### src/clk_sleep_defs.vh
// constants for the clock, sleep and wakeup controller
`ifndef CLK_SLEEP_DEFS_VH
`define CLK_SLEEP_DEFS_VH

// ---------------------------------------------------------------
// register indices (byte address is four times the index)
// ---------------------------------------------------------------
`define IDX_P1_WAKE   10'h0C0
`define IDX_OSC_MODE  10'h0CA
`define IDX_T0_CTRL   10'h0D0
`define IDX_T0_COUNT  10'h0D1
`define IDX_STATUS    10'h0D2

// ---------------------------------------------------------------
// field positions and reset values
// ---------------------------------------------------------------
`define SLEEP_BIT     3
`define T0_EN_BIT     0
`define P1W_BITS      6
`define RST_P1W       6'h00
`define RST_SLEEP     1'b0
`define RST_T0_EN     1'b0
`define RST_T0_CNT    8'h00

// ---------------------------------------------------------------
// timing counts
// ---------------------------------------------------------------
`define CPU_DIV_LAST  2'h3
`define WAKE_CLKS     4096

// ---------------------------------------------------------------
// high clock option codes
// ---------------------------------------------------------------
`define OPT_RC        2'h0
`define OPT_12M       2'h1
`define OPT_4M        2'h2

// ---------------------------------------------------------------
// bus responses
// ---------------------------------------------------------------
`define RESP_OKAY     2'h0
`define RESP_SLVERR   2'h2

`endif

### src/clk_sleep_ctrl.v
// clock division, sleep entry and pin wakeup controller with axi4-lite registers
//
// Added by the designer: the AXI4-Lite interface to the registers.
`timescale 1ns/1ps
`include "clk_sleep_defs.vh"

module clk_sleep_ctrl #(
  parameter [1:0] HIGH_CLK_OPT = `OPT_4M,
  parameter       P0_W         = 8,
  parameter       WAKE_CLKS    = `WAKE_CLKS
) (
  input  wire                  clk_in,
  input  wire                  rstn_in,
  input  wire                  rst_pin_n_in,
  input  wire [P0_W-1:0]       p0_pins_in,
  input  wire [`P1W_BITS-1:0]  p1_pins_in,
  input  wire [11:0]           s_axi_awaddr_in,
  input  wire                  s_axi_awvalid_in,
  output reg                   s_axi_awready_out,
  input  wire [31:0]           s_axi_wdata_in,
  input  wire [3:0]            s_axi_wstrb_in,
  input  wire                  s_axi_wvalid_in,
  output reg                   s_axi_wready_out,
  output reg  [1:0]            s_axi_bresp_out,
  output reg                   s_axi_bvalid_out,
  input  wire                  s_axi_bready_in,
  input  wire [11:0]           s_axi_araddr_in,
  input  wire                  s_axi_arvalid_in,
  output reg                   s_axi_arready_out,
  output reg  [31:0]           s_axi_rdata_out,
  output reg  [1:0]            s_axi_rresp_out,
  output reg                   s_axi_rvalid_out,
  input  wire                  s_axi_rready_in,
  output reg                   osc_run_out,
  output reg                   cpu_run_out,
  output reg                   cpu_cycle_out,
  output reg                   fcpu_clk_out,
  output reg                   int_enable_out,
  output reg                   xin_direct_clk_out,
  output reg                   crystal_output_pin_gpio_out,
  output reg                   osc_high_drive_out
);

  // ---------------------------------------------------------------
  // mode states
  // ---------------------------------------------------------------
  localparam [1:0] ST_RESET = 2'h0;  // reset pin held low
  localparam [1:0] ST_WARM  = 2'h1;  // oscillator settling
  localparam [1:0] ST_RUN   = 2'h2;  // normal mode
  localparam [1:0] ST_SLEEP = 2'h3;  // power-down mode

  localparam [12:0] WAKE_LAST = WAKE_CLKS[12:0] - 13'h0001;  // last settle count, cut to counter width

  reg  [1:0]            state_r;      // current mode
  reg  [1:0]            state_nxt;    // next mode
  reg  [12:0]           warm_cnt_r;   // settling counter
  reg  [1:0]            div_r;        // divide-by-four phase
  reg                   sleep_r;      // sleep request bit
  reg  [`P1W_BITS-1:0]  p1w_r;        // port 1 wake enables
  reg                   t0_en_r;      // timer0 enable bit
  reg  [7:0]            t0_cnt_r;     // timer0 counter

  // ---------------------------------------------------------------
  // reset pin and wake pin synchronisers
  // ---------------------------------------------------------------
  reg  [2:0]            rpin_s_r;     // reset pin sync chain
  reg                   rpin_lvl_r;   // filtered reset pin level
  reg  [P0_W-1:0]       p0_s1_r;      // port 0 first stage
  reg  [P0_W-1:0]       p0_s2_r;      // port 0 second stage
  reg  [P0_W-1:0]       p0_s3_r;      // port 0 third stage
  reg  [P0_W-1:0]       p0_lvl_r;     // port 0 accepted level
  reg  [`P1W_BITS-1:0]  p1_s1_r;      // port 1 first stage
  reg  [`P1W_BITS-1:0]  p1_s2_r;      // port 1 second stage
  reg  [`P1W_BITS-1:0]  p1_s3_r;      // port 1 third stage
  reg  [`P1W_BITS-1:0]  p1_lvl_r;     // port 1 accepted level

  wire [P0_W-1:0]       p0_agree;     // stages two and three match
  wire [`P1W_BITS-1:0]  p1_agree;     // stages two and three match
  wire [P0_W-1:0]       p0_chg;       // accepted port 0 change
  wire [`P1W_BITS-1:0]  p1_chg;       // accepted port 1 change
  wire                  wake;         // any enabled wake trigger
  wire                  ext_rst;      // reset pin seen low

  assign p0_agree = ~(p0_s2_r ^ p0_s3_r);
  assign p1_agree = ~(p1_s2_r ^ p1_s3_r);
  assign p0_chg   = p0_agree & (p0_s3_r ^ p0_lvl_r);
  assign p1_chg   = p1_agree & (p1_s3_r ^ p1_lvl_r);
  // port 0 always armed, port 1 gated per pin
  assign wake     = (|p0_chg) | (|(p1_chg & p1w_r));
  assign ext_rst  = ~rpin_lvl_r;

  // three flops; a change counts once stages two and three agree
  always @(posedge clk_in or negedge rstn_in) begin
    if (!rstn_in) begin
      rpin_s_r   <= 3'h0;
      rpin_lvl_r <= 1'b0;
      p0_s1_r    <= {P0_W{1'b0}};
      p0_s2_r    <= {P0_W{1'b0}};
      p0_s3_r    <= {P0_W{1'b0}};
      p0_lvl_r   <= {P0_W{1'b0}};
      p1_s1_r    <= `RST_P1W;
      p1_s2_r    <= `RST_P1W;
      p1_s3_r    <= `RST_P1W;
      p1_lvl_r   <= `RST_P1W;
    end else begin
      rpin_s_r <= {rpin_s_r[1:0], rst_pin_n_in};
      if (rpin_s_r[1] == rpin_s_r[2]) begin
        rpin_lvl_r <= rpin_s_r[2];
      end
      p0_s1_r  <= p0_pins_in;
      p0_s2_r  <= p0_s1_r;
      p0_s3_r  <= p0_s2_r;
      p0_lvl_r <= (p0_lvl_r & ~p0_agree) | (p0_s3_r & p0_agree);
      p1_s1_r  <= p1_pins_in;
      p1_s2_r  <= p1_s1_r;
      p1_s3_r  <= p1_s2_r;
      p1_lvl_r <= (p1_lvl_r & ~p1_agree) | (p1_s3_r & p1_agree);
    end
  end

  // ---------------------------------------------------------------
  // mode state machine
  // ---------------------------------------------------------------
  // next mode from reset pin, sleep bit, wake pins and settle count
  always @* begin
    state_nxt = state_r;
    if (ext_rst) begin
      state_nxt = ST_RESET;
    end else begin
      case (state_r)
        ST_RESET: begin
          state_nxt = ST_WARM;
        end
        ST_WARM: begin
          if (warm_cnt_r == WAKE_LAST) begin
            state_nxt = ST_RUN;
          end
        end
        ST_RUN: begin
          if (sleep_r) begin
            state_nxt = ST_SLEEP;
          end
        end
        ST_SLEEP: begin
          // only a wake pin, or the reset pin checked above, leaves sleep
          if (wake) begin
            state_nxt = ST_WARM;
          end
        end
        default: begin
          state_nxt = ST_RESET;
        end
      endcase
    end
  end

  // state, settling counter and instruction-cycle divider
  always @(posedge clk_in or negedge rstn_in) begin
    if (!rstn_in) begin
      state_r    <= ST_RESET;
      warm_cnt_r <= 13'h0000;
      div_r      <= 2'h0;
    end else begin
      state_r <= state_nxt;
      if (state_r == ST_WARM) begin
        warm_cnt_r <= warm_cnt_r + 13'h0001;
      end else begin
        warm_cnt_r <= 13'h0000;
      end
      if (state_nxt == ST_RUN) begin
        div_r <= div_r + 2'h1;
      end else begin
        div_r <= 2'h0;
      end
    end
  end

  // ---------------------------------------------------------------
  // axi4-lite write path and registers
  // ---------------------------------------------------------------
  reg                   aw_got_r;     // write address held
  reg  [9:0]            aw_idx_r;     // held word index
  reg                   w_got_r;      // write data held
  reg  [31:0]           w_data_r;     // held write data
  reg                   w_lane0_r;    // low byte lane strobe
  wire                  wr_fire;      // perform held write
  wire                  wr_ok;        // write index is mapped
  wire                  wr_en;        // low byte really written

  assign wr_fire = aw_got_r & w_got_r & ~s_axi_bvalid_out;
  assign wr_ok   = (aw_idx_r == `IDX_P1_WAKE) |
                   (aw_idx_r == `IDX_OSC_MODE) |
                   (aw_idx_r == `IDX_T0_CTRL);
  assign wr_en   = wr_fire & wr_ok & w_lane0_r;

  // address and data taken in either order, answer after both
  always @(posedge clk_in or negedge rstn_in) begin
    if (!rstn_in) begin
      s_axi_awready_out <= 1'b0;
      s_axi_wready_out  <= 1'b0;
      s_axi_bvalid_out  <= 1'b0;
      s_axi_bresp_out   <= `RESP_OKAY;
      aw_got_r          <= 1'b0;
      aw_idx_r          <= 10'h000;
      w_got_r           <= 1'b0;
      w_data_r          <= 32'h00000000;
      w_lane0_r         <= 1'b0;
    end else begin
      if (!aw_got_r && !s_axi_bvalid_out) begin
        s_axi_awready_out <= 1'b1;
      end
      if (!w_got_r && !s_axi_bvalid_out) begin
        s_axi_wready_out <= 1'b1;
      end
      if (s_axi_awready_out && s_axi_awvalid_in) begin
        aw_got_r          <= 1'b1;
        aw_idx_r          <= s_axi_awaddr_in[11:2];
        s_axi_awready_out <= 1'b0;
      end
      if (s_axi_wready_out && s_axi_wvalid_in) begin
        w_got_r          <= 1'b1;
        w_data_r         <= s_axi_wdata_in;
        w_lane0_r        <= s_axi_wstrb_in[0];
        s_axi_wready_out <= 1'b0;
      end
      if (wr_fire) begin
        aw_got_r         <= 1'b0;
        w_got_r          <= 1'b0;
        s_axi_bvalid_out <= 1'b1;
        s_axi_bresp_out  <= wr_ok ? `RESP_OKAY : `RESP_SLVERR;
      end
      if (s_axi_bvalid_out && s_axi_bready_in) begin
        s_axi_bvalid_out <= 1'b0;
      end
    end
  end

  // software registers; reset pin clears them like power-on
  always @(posedge clk_in or negedge rstn_in) begin
    if (!rstn_in) begin
      sleep_r  <= `RST_SLEEP;
      p1w_r    <= `RST_P1W;
      t0_en_r  <= `RST_T0_EN;
      t0_cnt_r <= `RST_T0_CNT;
    end else if (ext_rst) begin
      sleep_r  <= `RST_SLEEP;
      p1w_r    <= `RST_P1W;
      t0_en_r  <= `RST_T0_EN;
      t0_cnt_r <= `RST_T0_CNT;
    end else begin
      // sleep bit writes only land while instructions execute
      if (wr_en && aw_idx_r == `IDX_OSC_MODE && state_r == ST_RUN) begin
        sleep_r <= w_data_r[`SLEEP_BIT];
      end else if (state_r == ST_WARM && warm_cnt_r == WAKE_LAST) begin
        sleep_r <= 1'b0;
      end
      if (wr_en && aw_idx_r == `IDX_P1_WAKE) begin
        p1w_r <= w_data_r[`P1W_BITS-1:0];
      end
      if (wr_en && aw_idx_r == `IDX_T0_CTRL) begin
        t0_en_r <= w_data_r[`T0_EN_BIT];
      end
      // timer0 steps once per instruction cycle in normal mode
      if (t0_en_r && state_r == ST_RUN && div_r == `CPU_DIV_LAST) begin
        t0_cnt_r <= t0_cnt_r + 8'h01;
      end
    end
  end

  // ---------------------------------------------------------------
  // axi4-lite read path
  // ---------------------------------------------------------------
  reg  [31:0]           rd_data_nxt;  // read word for the index
  reg                   rd_ok_nxt;    // read index is mapped
  wire [9:0]            ar_idx;       // requested word index

  assign ar_idx = s_axi_araddr_in[11:2];

  // enable register is write-only and reads as zero
  always @* begin
    rd_data_nxt = 32'h00000000;
    rd_ok_nxt   = 1'b1;
    case (ar_idx)
      `IDX_P1_WAKE: begin
        rd_data_nxt = 32'h00000000;
      end
      `IDX_OSC_MODE: begin
        rd_data_nxt[`SLEEP_BIT] = sleep_r;
      end
      `IDX_T0_CTRL: begin
        rd_data_nxt[`T0_EN_BIT] = t0_en_r;
      end
      `IDX_T0_COUNT: begin
        rd_data_nxt[7:0] = t0_cnt_r;
      end
      `IDX_STATUS: begin
        rd_data_nxt[1:0] = state_r;
        rd_data_nxt[5:4] = HIGH_CLK_OPT;
      end
      default: begin
        rd_ok_nxt = 1'b0;
      end
    endcase
  end

  // one read in flight; data answered the cycle after acceptance
  always @(posedge clk_in or negedge rstn_in) begin
    if (!rstn_in) begin
      s_axi_arready_out <= 1'b0;
      s_axi_rvalid_out  <= 1'b0;
      s_axi_rdata_out   <= 32'h00000000;
      s_axi_rresp_out   <= `RESP_OKAY;
    end else begin
      if (!s_axi_rvalid_out && !s_axi_arready_out) begin
        s_axi_arready_out <= 1'b1;
      end
      if (s_axi_arready_out && s_axi_arvalid_in) begin
        s_axi_arready_out <= 1'b0;
        s_axi_rvalid_out  <= 1'b1;
        s_axi_rdata_out   <= rd_data_nxt;
        s_axi_rresp_out   <= rd_ok_nxt ? `RESP_OKAY : `RESP_SLVERR;
      end
      if (s_axi_rvalid_out && s_axi_rready_in) begin
        s_axi_rvalid_out <= 1'b0;
      end
    end
  end

  // ---------------------------------------------------------------
  // clock and mode outputs
  // ---------------------------------------------------------------
  // mode outputs follow the next mode so they align with state_r; option outputs follow HIGH_CLK_OPT
  always @(posedge clk_in or negedge rstn_in) begin
    if (!rstn_in) begin
      osc_run_out        <= 1'b1;
      cpu_run_out        <= 1'b0;
      cpu_cycle_out      <= 1'b0;
      fcpu_clk_out       <= 1'b0;
      int_enable_out     <= 1'b0;
      xin_direct_clk_out <= 1'b0;
      crystal_output_pin_gpio_out      <= 1'b0;
      osc_high_drive_out <= 1'b0;
    end else begin
      osc_run_out        <= (state_nxt != ST_SLEEP);
      cpu_run_out        <= (state_nxt == ST_RUN);
      cpu_cycle_out      <= (state_nxt == ST_RUN) &&
                            (div_r == `CPU_DIV_LAST);
      fcpu_clk_out       <= (state_nxt == ST_RUN) & div_r[1];
      int_enable_out     <= (state_nxt == ST_RUN);
      xin_direct_clk_out <= (HIGH_CLK_OPT == `OPT_RC);
      crystal_output_pin_gpio_out      <= (HIGH_CLK_OPT == `OPT_RC);
      osc_high_drive_out <= (HIGH_CLK_OPT == `OPT_12M);
    end
  end

endmodule

### config.mk
export PLATFORM = sky130hd
export DESIGN_NAME = clk_sleep_ctrl
export DESIGN_NICKNAME = d
export VERILOG_FILES = /design/src/clk_sleep_ctrl.v
export VERILOG_INCLUDE_DIRS = /design/src
export SDC_FILE = /design/constraint.sdc
export NUM_CORES = 1
export LEC_CHECK = 0
export ABC_CLOCK_PERIOD_IN_PS = 1760
export BUFFER_PORTS_ARGS = -buffer_cell sky130_fd_sc_hd__buf_2
export CORE_MARGIN = 2
export CORE_UTILIZATION = 48
export DETAILED_ROUTE_END_ITERATION = 16
export GPL_ROUTABILITY_DRIVEN = 0
export PLACE_DENSITY = 0.76
export SYNTH_ARGS = -nofsm -noshare
export SYNTH_HDL_FRONTEND = slang
export SYNTH_SLANG_ARGS = --single-unit
### constraint.sdc
create_clock -name clk_in -period 1.76 [get_ports clk_in]
set_input_delay 0.088 -clock clk_in [delete_from_list [all_inputs] [get_ports clk_in]]
set_output_delay 0.088 -clock clk_in [all_outputs]
set_load 0.02 [all_outputs]
==> flow_metrics.tcl, run 1 <==
set metrics [dict create \
    status "finished, violations left" \
    violations "setup timing" \
    power_density_nw_per_um2 1220 \
    grt_pass1_vias 3736 \
    seq_area_frac_synth_pct 62.5 \
    grt-ovfl-total 0 \
    stdcell_count 713 \
    rsz0062_at_grt "yes" \
    setup_viol 7 \
    syn_area_um2 5250 \
    crit_arrival_ps 2400 \
    dpl.hpwl_um 6440 \
    num_rows 38 \
    chipHeight_um 109 \
    drt_iter0_drc 124 \
    timing.critical_path.buf_inv 0 \
    path_clk_slew_ps 60 \
    numCtsBuffers 17 \
    first_pass_iters 4 \
    wire_per_inst_um 14.5 \
    drt_wl_total_um 10400 \
    antenna_found_initial 0 \
    min_from "s_axi_araddr_in[8]" \
    crit_path_end "p1w_r[5]" \
    netlist_instances 420 \
    ys_ff_latch 131 \
    synthDistinctLibCells 48 \
    r2r_end "p1w_r[5]" \
    whs_ps 35.2 \
    insertion_delay_ps 530 \
    fin_worst_skew_ps 10.3 \
    ir_drop_mv 1.01 \
    p_leak_nw 3.16 \
    viasPerCell 5.10 \
    antenna_cells 0 \
    nets 645 \
    crit_path_end_kind "register" \
    syn_area_per_cell_um2 12.5 \
    cp_num_cells 5 \
    synth_ff_type "dfrtp_1" \
    r2r-start "aw_idx_r[0]" \
    total_power_mw 8.38 \
    vias 3635 \
    htreeDepth 4 \
    hold_violations 0 \
    worstRegToRegCells 5 \
    syn_to_final_growth_pct 30.4 \
    final_cell_mix "dfrtp_1, buf_2, dlygate4sd3_1, conb_1, nor2_1" \
    hold_path.class "primary input to register" \
    num_io_pins 131 \
    clockBufferDepth 2 \
    placedCellCount 640 \
    slowest_stage "or4_4" \
    postRouteAntennaNets 0 \
    setup_ws_ps -181 \
    r2r_slack_ps -180 \
    crit_family "simple AND/OR/NAND/NOR gates" \
    max_slew_margin_pct 66.5 \
    grt.total_usage_pct 19.1 \
    cts_tree "yes" \
    yosysWarnings 0 \
    critPathKind "register to register" \
    core_um2 10700 \
    cp.required_ps 2220 \
    startpoint_type "register" \
    max_freq_mhz 515 \
    initial_core_util_pct 48.9 \
    grt_max_degree 90 \
    clock_sinks 131 \
    async_flop_share_pct 100 \
    path_cells "or4_4 -> or4_4 -> nor2_4 -> nand2_2 -> a21boi_2" \
    min_period_ps 1940 \
    cp_common_cell "or4_4" \
    grt_pass1_wl_um 17100 \
    critPathMaxFanout 8 \
    synth_edf_count 0 \
    root_buffer "clkbuf_8" \
    fin_crit_sh_pct 110 \
    drive_gt1_share_pct 27.2 \
    maxSlewViolCount 0 \
    drc 0 \
    die_x_um 109 \
    placement.io_buffers 68 \
    crit_start "aw_idx_r[0]" \
    max_stage_delay_ps 540 \
    tightestPinTransition_ps 502 \
    die_area_um2 11800 \
    cap_viol_max_count 0 \
    final_common_cell "dfrtp_1" \
]
## worst min path at each step
stage / end / slack, ps / cells past startpoint
3_3_place_gp: aw_idx_r[8] / 170 / 2
2_1_floorplan: async pin / -210 / 0
4_1_cts: s_axi_rdata_out[0] / 4 / 4
3_5_place_dp: aw_idx_r[8] / 170 / 2
6_report: s_axi_rdata_out[0] / 40 / 4
5_1_grt: s_axi_rdata_out[0] / 70 / 4
## report_power, final
part           leakage (nW)  internal, mW  switching [mW]
Clock                 0.285          2.15            1.33
Combinational          1.25         0.620           0.602
Sequential             1.62          3.40           0.283
## cell usage after synthesis (4+ instances only)
| library cell | count | area (um2) |
|---|---|---|
| maj3_1 | 15 | 150 |
| nand3_1 | 9 | 45.0 |
| nor2_1 | 27 | 101 |
| nand2b_1 | 8 | 50.1 |
| nand2_1 | 26 | 97.6 |
| and2_1 | 12 | 75.1 |
| a22o_1 | 5 | 43.8 |
| a21boi_1 | 6 | 45.0 |
| dfrtp_1 | 130 | 3250 |
| nand4_1 | 9 | 56.3 |
| and4b_1 | 5 | 50.1 |
| o22ai_1 | 7 | 43.8 |
| mux2i_1 | 5 | 50.1 |
| clkbuf_1 | 6 | 22.5 |
| o21ai_0 | 12 | 60.1 |
| xor2_1 | 10 | 87.6 |
| and4_1 | 4 | 35.0 |
| mux2_2 | 17 | 191 |
| inv_1 | 6 | 22.5 |
| xnor2_1 | 8 | 70.1 |
| nor4_1 | 4 | 25.0 |
| nor2b_1 | 7 | 43.8 |
| a31oi_1 | 5 | 31.3 |
| a21oi_1 | 10 | 50.1 |
| buf_4 | 30 | 225 |
## through the flow
step	instance area [um2]	utilization [%]	setup slack, ps	setup TNS (ps)
after floorplan	5360	-	-86.3	-253
after global placement	5790	53.9	-138	-634
after detailed placement	5790	53.9	-183	-937
after CTS	6820	63.4	-205	-1150
after global routing	6850	63.7	-260	-1770
final	6850	63.7	-181	-1130
## timing repair
item / in CTS / in global routing
buffers inserted: 0 / 1
endpoints found under the hold margin: 171 / 0
hold buffers: 42 / 0
pin swaps: 2 / 11
setup endpoints to repair: 8 / 14
gates resized for setup: 2 / 12
## worst register-to-register path, cell delays in order (launching register included)
cell and delay, ps:
dfrtp_1 390, or4_4 540, or4_4 500, nor2_4 220, nand2_2 90, a21boi_2 140
## cell families (layout without fill, tap and decap cells)
group	Yosys count	in the layout	share of synthesized area (%)
simple gates	133	133	14.4
buf+inv	44	169	5.43
fa+ha+maj	18	18	3.57
xor+xnor	18	18	3.00
compound gates	53	53	6.46
mux	22	22	4.60
other cells	1	29	0.0714
flops	131	131	62.5
## routing by layer
| metal | share of wire (%) | track usage (%) | wire length (um) | up-vias |
|---|---|---|---|---|
| li1 | - | - | - | 1693 |
| met1 | 39 | 21.3 | 4080 | 1805 |
| met2 | 54 | 33.5 | 5610 | 120 |
| met3 | 4.8 | 5.79 | 492 | 17 |
| met4 | 1.7 | 8.52 | 175 | 0 |
| met5 | 0 | 0 | 0 | - |
## layout make-up
type / instances / area, um2
clock buffer: 20 / 455
inverter: 6 / 22.5
fill: 821 / 3900
multi-input combinational: 273 / 1840
tap: 140 / 175
sequential: 131 / 3280
clock inverter: 12 / 144
timing repair buffer: 131 / 931
(Power assumes the default switching activity.)
==> run 2, diff against run 1 <==
ABC_CLOCK_PERIOD_IN_PS = 2200   (was 1760)
CORE_UTILIZATION = 50   (was 48)
clock period = 2.2 ns   (was 1.76 ns; I/O delays follow)
==> flow_metrics.tcl, run 2 (synthesis results as in run 1) <==
set metrics [dict create \
    status "finished, final reports clean" \
    die_area_um2 11300 \
    core_um2 10300 \
    cp.required_ps 2620 \
    grt_pass1_vias 3573 \
    hold_path.class "primary input to register" \
    total_power_mw 6.28 \
    max_slew_margin_pct 60.6 \
    chipHeight_um 106 \
    num_rows 37 \
    numCtsBuffers 17 \
    initial_core_util_pct 51.1 \
    postRouteAntennaNets 0 \
    power_density_nw_per_um2 954 \
    tightestPinTransition_ps 586 \
    grt-ovfl-total 0 \
    grt_max_degree 68 \
    viasPerCell 5.08 \
    startpoint_type "register" \
    clockBufferDepth 2 \
    setup_viol 0 \
    final_cell_mix "dfrtp_1, buf_2, dlygate4sd3_1, conb_1, nor2_1" \
    p_leak_nw 3.02 \
    cts_tree "yes" \
    drive_gt1_share_pct 22.6 \
    wire_per_inst_um 14.1 \
    drc 0 \
    placement.io_buffers 68 \
    hold_violations 0 \
    rsz0062_at_grt "no" \
    final_common_cell "dfrtp_1" \
    drt_iter0_drc 163 \
    nFillCells 769 \
    min_period_ps 1930 \
    syn_to_final_growth_pct 25.4 \
    fin_worst_skew_ps 5.91 \
    grt.total_usage_pct 18.7 \
    antenna_cells 0 \
    maxSlewViolCount 0 \
    drt_wl_total_um 9730 \
    setup_ws_ps 274 \
    tns_ps 0 \
    max_freq_mhz 519 \
    crit_arrival_ps 2350 \
    clock_sinks 131 \
    path_clk_slew_ps 60 \
    antenna_found_initial 0 \
    htreeDepth 4 \
    ir_drop_mv 0.659 \
    vias 3503 \
    first_pass_iters 4 \
    cap_viol_max_count 0 \
    nets 625 \
    place_ws_ps 141 \
    root_buffer "clkbuf_8" \
    crit_path_end_kind "register" \
    dpl.hpwl_um 6020 \
    die_x_um 106 \
    insertion_delay_ps 500 \
    critPathKind "register to register" \
    num_io_pins 131 \
    critPathMaxFanout 8 \
    placedCellCount 617 \
    grt_pass1_wl_um 16500 \
    stdcell_count 689 \
    whs_ps 24.9 \
    fin_crit_sh_pct 87.6 \
]
==> run 2: timing repair <==
item	4_1_cts	5_1_grt
hold buffers	40	0
setup endpoints to repair	0	1
gates resized for setup	0	1
endpoints found under the hold margin	80	0
setup buffers	0	0
==> run 2: critical path, cell delays in order (launching register included) <==
cell      delay [ps]
dfrtp_1          390
or4_1            530
or4_4            520
nor2_4           180
nand2_1           90
a21boi_1         140
==> run 2: cell type report <==
cell class	count	area [um2]	area share [%]
inverters	6	22.5	0.342
multi-input cells	273	1790	27.3
clock buffers	20	455	6.92
clock inverters	12	82.6	1.25
flip-flops and latches	131	3280	49.8
repair buffers	111	778	11.8
well taps	136	170	2.59
==> run 2: where the power goes <==
part | switching (mW) | internal (mW) | total [mW]
combinational | 0.397 | 0.397 | 0.794
clock | 1.02 | 1.47 | 2.49
sequential | 0.279 | 2.72 | 3.00
==> run 2: per-layer routing <==
metal	vias to the layer above	routed length [um]	GRT usage, %
met2	112	4910	31.4
met4	0	164	7.79
met3	13	443	4.60
li1	1663	-	-
met5	-	0	0
met1	1715	4220	23.2
==> run 2: final timing paths <==
| check | start | to | slack [ps] | depth (start not counted) |
|---|---|---|---|---|
| min | s_axi_araddr_in[9] | s_axi_rresp_out[1] | 20 | 4 |
| max | aw_idx_r[0] | p1w_r[0] | 270 | 5 |
| min in group asynchronous | rstn_in | async pin | 140 | 2 |
| max in group asynchronous | rstn_in | osc_run_out | 1270 | 3 |
| max reg2reg | aw_idx_r[0] | p1w_r[0] | 270 | 5 |
| min reg2reg | p0_s1_r[0] | p0_s2_r[0] | 350 | 0 |
==> run 2: through the flow <==
step                area, um2  utilization, %
global route             6580            64.0
global placement         5640            54.9
CTS                      6580            64.0
detailed placement       5640            54.9
floorplan                5360               -
finish                   6580            64.0
==> run 3, diff against run 2 <==
ABC_CLOCK_PERIOD_IN_PS = 1600   (was 2200)
CORE_UTILIZATION = 48   (was 50)
REMOVE_ABC_BUFFERS = 1   (was not set)
clock period = 1.6 ns   (was 2.2 ns; I/O delays follow)
==> flow_metrics.tcl, run 3 (synthesis results as in run 1) <==
set metrics [dict create \
    antenna_cells 0 \
    max_stage_delay_ps 530 \
    insertion_delay_ps 520 \
    chipHeight_um 109 \
    met1_usage_pct 22.5 \
    drt_iter0_drc 137 \
    grt.total_usage_pct 19.0 \
    whs_ps 19.5 \
    drc 0 \
    drive_gt1_share_pct 31.1 \
    cts_tree "yes" \
    antenna_found_initial 0 \
    vias 3677 \
    core_um2 10700 \
    dpl.hpwl_um 6700 \
    grt_max_degree 44 \
    nFillCells 808 \
    grt_busiest_layer "met2" \
    viasPerCell 4.96 \
    wire_per_inst_um 13.7 \
    timing.critical_path.buf_inv 0 \
    violations "setup timing" \
    initial_core_util_pct 48.9 \
    crit_path_end "t0_en_r" \
    setup_ws_ps -324 \
    placedCellCount 660 \
    stdcell_count 741 \
    gr-usage-met2_pct 31.8 \
    placed_cell_area_um2 5940 \
    tightestPinTransition_ps 617 \
    r2r_slack_ps -320 \
    worstRegToRegCells 5 \
    grt_pass1_vias 3738 \
    path_clk_slew_ps 60 \
    drt_wl_total_um 10200 \
    r2r_end "t0_en_r" \
    max_freq_mhz 520 \
    placement.io_buffers 68 \
    max_slew_margin_pct 58.8 \
    die_x_um 109 \
    numCtsBuffers 17 \
    crit_family "simple AND/OR/NAND/NOR gates" \
    rsz0062_at_grt "yes" \
    cp_common_cell "or4_4" \
    cp_num_cells 5 \
    fin_worst_skew_ps 9.36 \
    nets 673 \
    power_density_nw_per_um2 1320 \
    setup_viol 9 \
    slowest_stage "or4_4" \
    path_cells "or4_4 -> or4_4 -> nor2_4 -> mux2i_1 -> nor2b_1" \
    min_period_ps 1920 \
    crit_path_end_kind "register" \
    status "finished, violations left" \
    crit_arrival_ps 2320 \
    htreeDepth 4 \
    clockBufferDepth 2 \
    use_met3_pct 4.40 \
    num_rows 38 \
    grt_pass1_wl_um 16800 \
    num_io_pins 131 \
    crit_start "aw_idx_r[0]" \
    cap_viol_max_count 0 \
    die_area_um2 11800 \
    hold_violations 0 \
    maxSlewViolCount 0 \
    syn_to_final_growth_pct 36.2 \
    fin_crit_sh_pct 120 \
    critPathKind "register to register" \
    postRouteAntennaNets 0 \
    grt-ovfl-total 0 \
    root_buffer "clkbuf_8" \
    first_pass_iters 6 \
    cp.required_ps 2000 \
    clock_sinks 131 \
    hold_path.class "primary input to register" \
    final_cell_mix "dfrtp_1, buf_2, buf_4, dlygate4sd3_1, conb_1" \
    fin_area_um2 7150 \
    p_leak_nw 3.34 \
    ir_drop_mv 0.866 \
    r2r-start "aw_idx_r[0]" \
    critPathMaxFanout 8 \
    final_common_cell "dfrtp_1" \
    startpoint_type "register" \
]
==> run 3: changes by cell type in the layout (fill, tap and decap cells not counted), moves of 3 or more <==
cell / before / now
buf_4: 3 / 47
bufinv_16: 0 / 4
clkbuf_8: 4 / 1
clkinv_4: 1 / 5
clkinvlp_4: 6 / 2
dlygate4sd3_1: 40 / 44
nor2b_1: 7 / 4
==> run 3: cell type report <==
class,count,area (um2),area share (%)
tap,140,175,2.45
timing repair buffer,159,1150,16.1
multi-input combinational,273,1900,26.6
clock buffer,17,414,5.79
sequential,131,3280,45.9
inverter,6,22.5,0.315
clock inverter,15,206,2.89
==> run 3: stage by stage <==
stage | power, mW | util [%] | TNS (ps) | setup slack (ps)
2_1_floorplan | 4.76 | - | -1810 | -306
3_3_place_gp | 5.30 | 55.3 | -2170 | -293
3_5_place_dp | 5.38 | 55.3 | -2590 | -353
4_1_cts | 9.49 | 65.7 | -2230 | -379
5_1_grt | 9.88 | 66.5 | -2910 | -387
6_report | 9.42 | 66.5 | -2130 | -324
==> run 3: metal layers <==
metal	up-vias	share of wire, %
met4	0	2.3
li1	1759	-
met2	108	52
met3	18	3.7
met5	-	0
met1	1792	42
==> run 3: worst min-delay path by stage <==
| stage | cells after the start | start | end |
|---|---|---|---|
| global placement | 1 | rstn_in | aw_idx_r[5] |
| global route | 4 | s_axi_araddr_in[2] | s_axi_rdata_out[5] |
| finish | 4 | s_axi_araddr_in[2] | s_axi_rdata_out[5] |
| floorplan | 0 | rstn_in | async pin |
| CTS | 4 | s_axi_araddr_in[2] | s_axi_rdata_out[5] |
| detailed placement | 1 | rstn_in | aw_idx_r[7] |
==> run 3: what timing repair did <==
item / in CTS / in global routing
pin swaps: 6 / 8
gates resized for setup: 8 / 17
hold buffers: 44 / 0
buffers inserted: 2 / 4
endpoints found under the setup margin: 13 / 18
hold endpoints to repair: 85 / 0
==> run 3: where the power goes <==
| group | switching (mW) | leakage (nW) | total [mW] | internal [mW] |
|---|---|---|---|---|
| Combinational | 0.675 | 1.42 | 1.41 | 0.735 |
| Clock | 1.43 | 0.299 | 3.98 | 2.54 |
| Sequential | 0.298 | 1.62 | 4.04 | 3.74 |
==> run 3: worst min-delay path, delay by kind of cell <==
kind	cells	cell delay (ps)
AND/OR/NAND/NOR	1	70
AO/OA/AOI/OAI	2	200
buffers and inverters	1	130
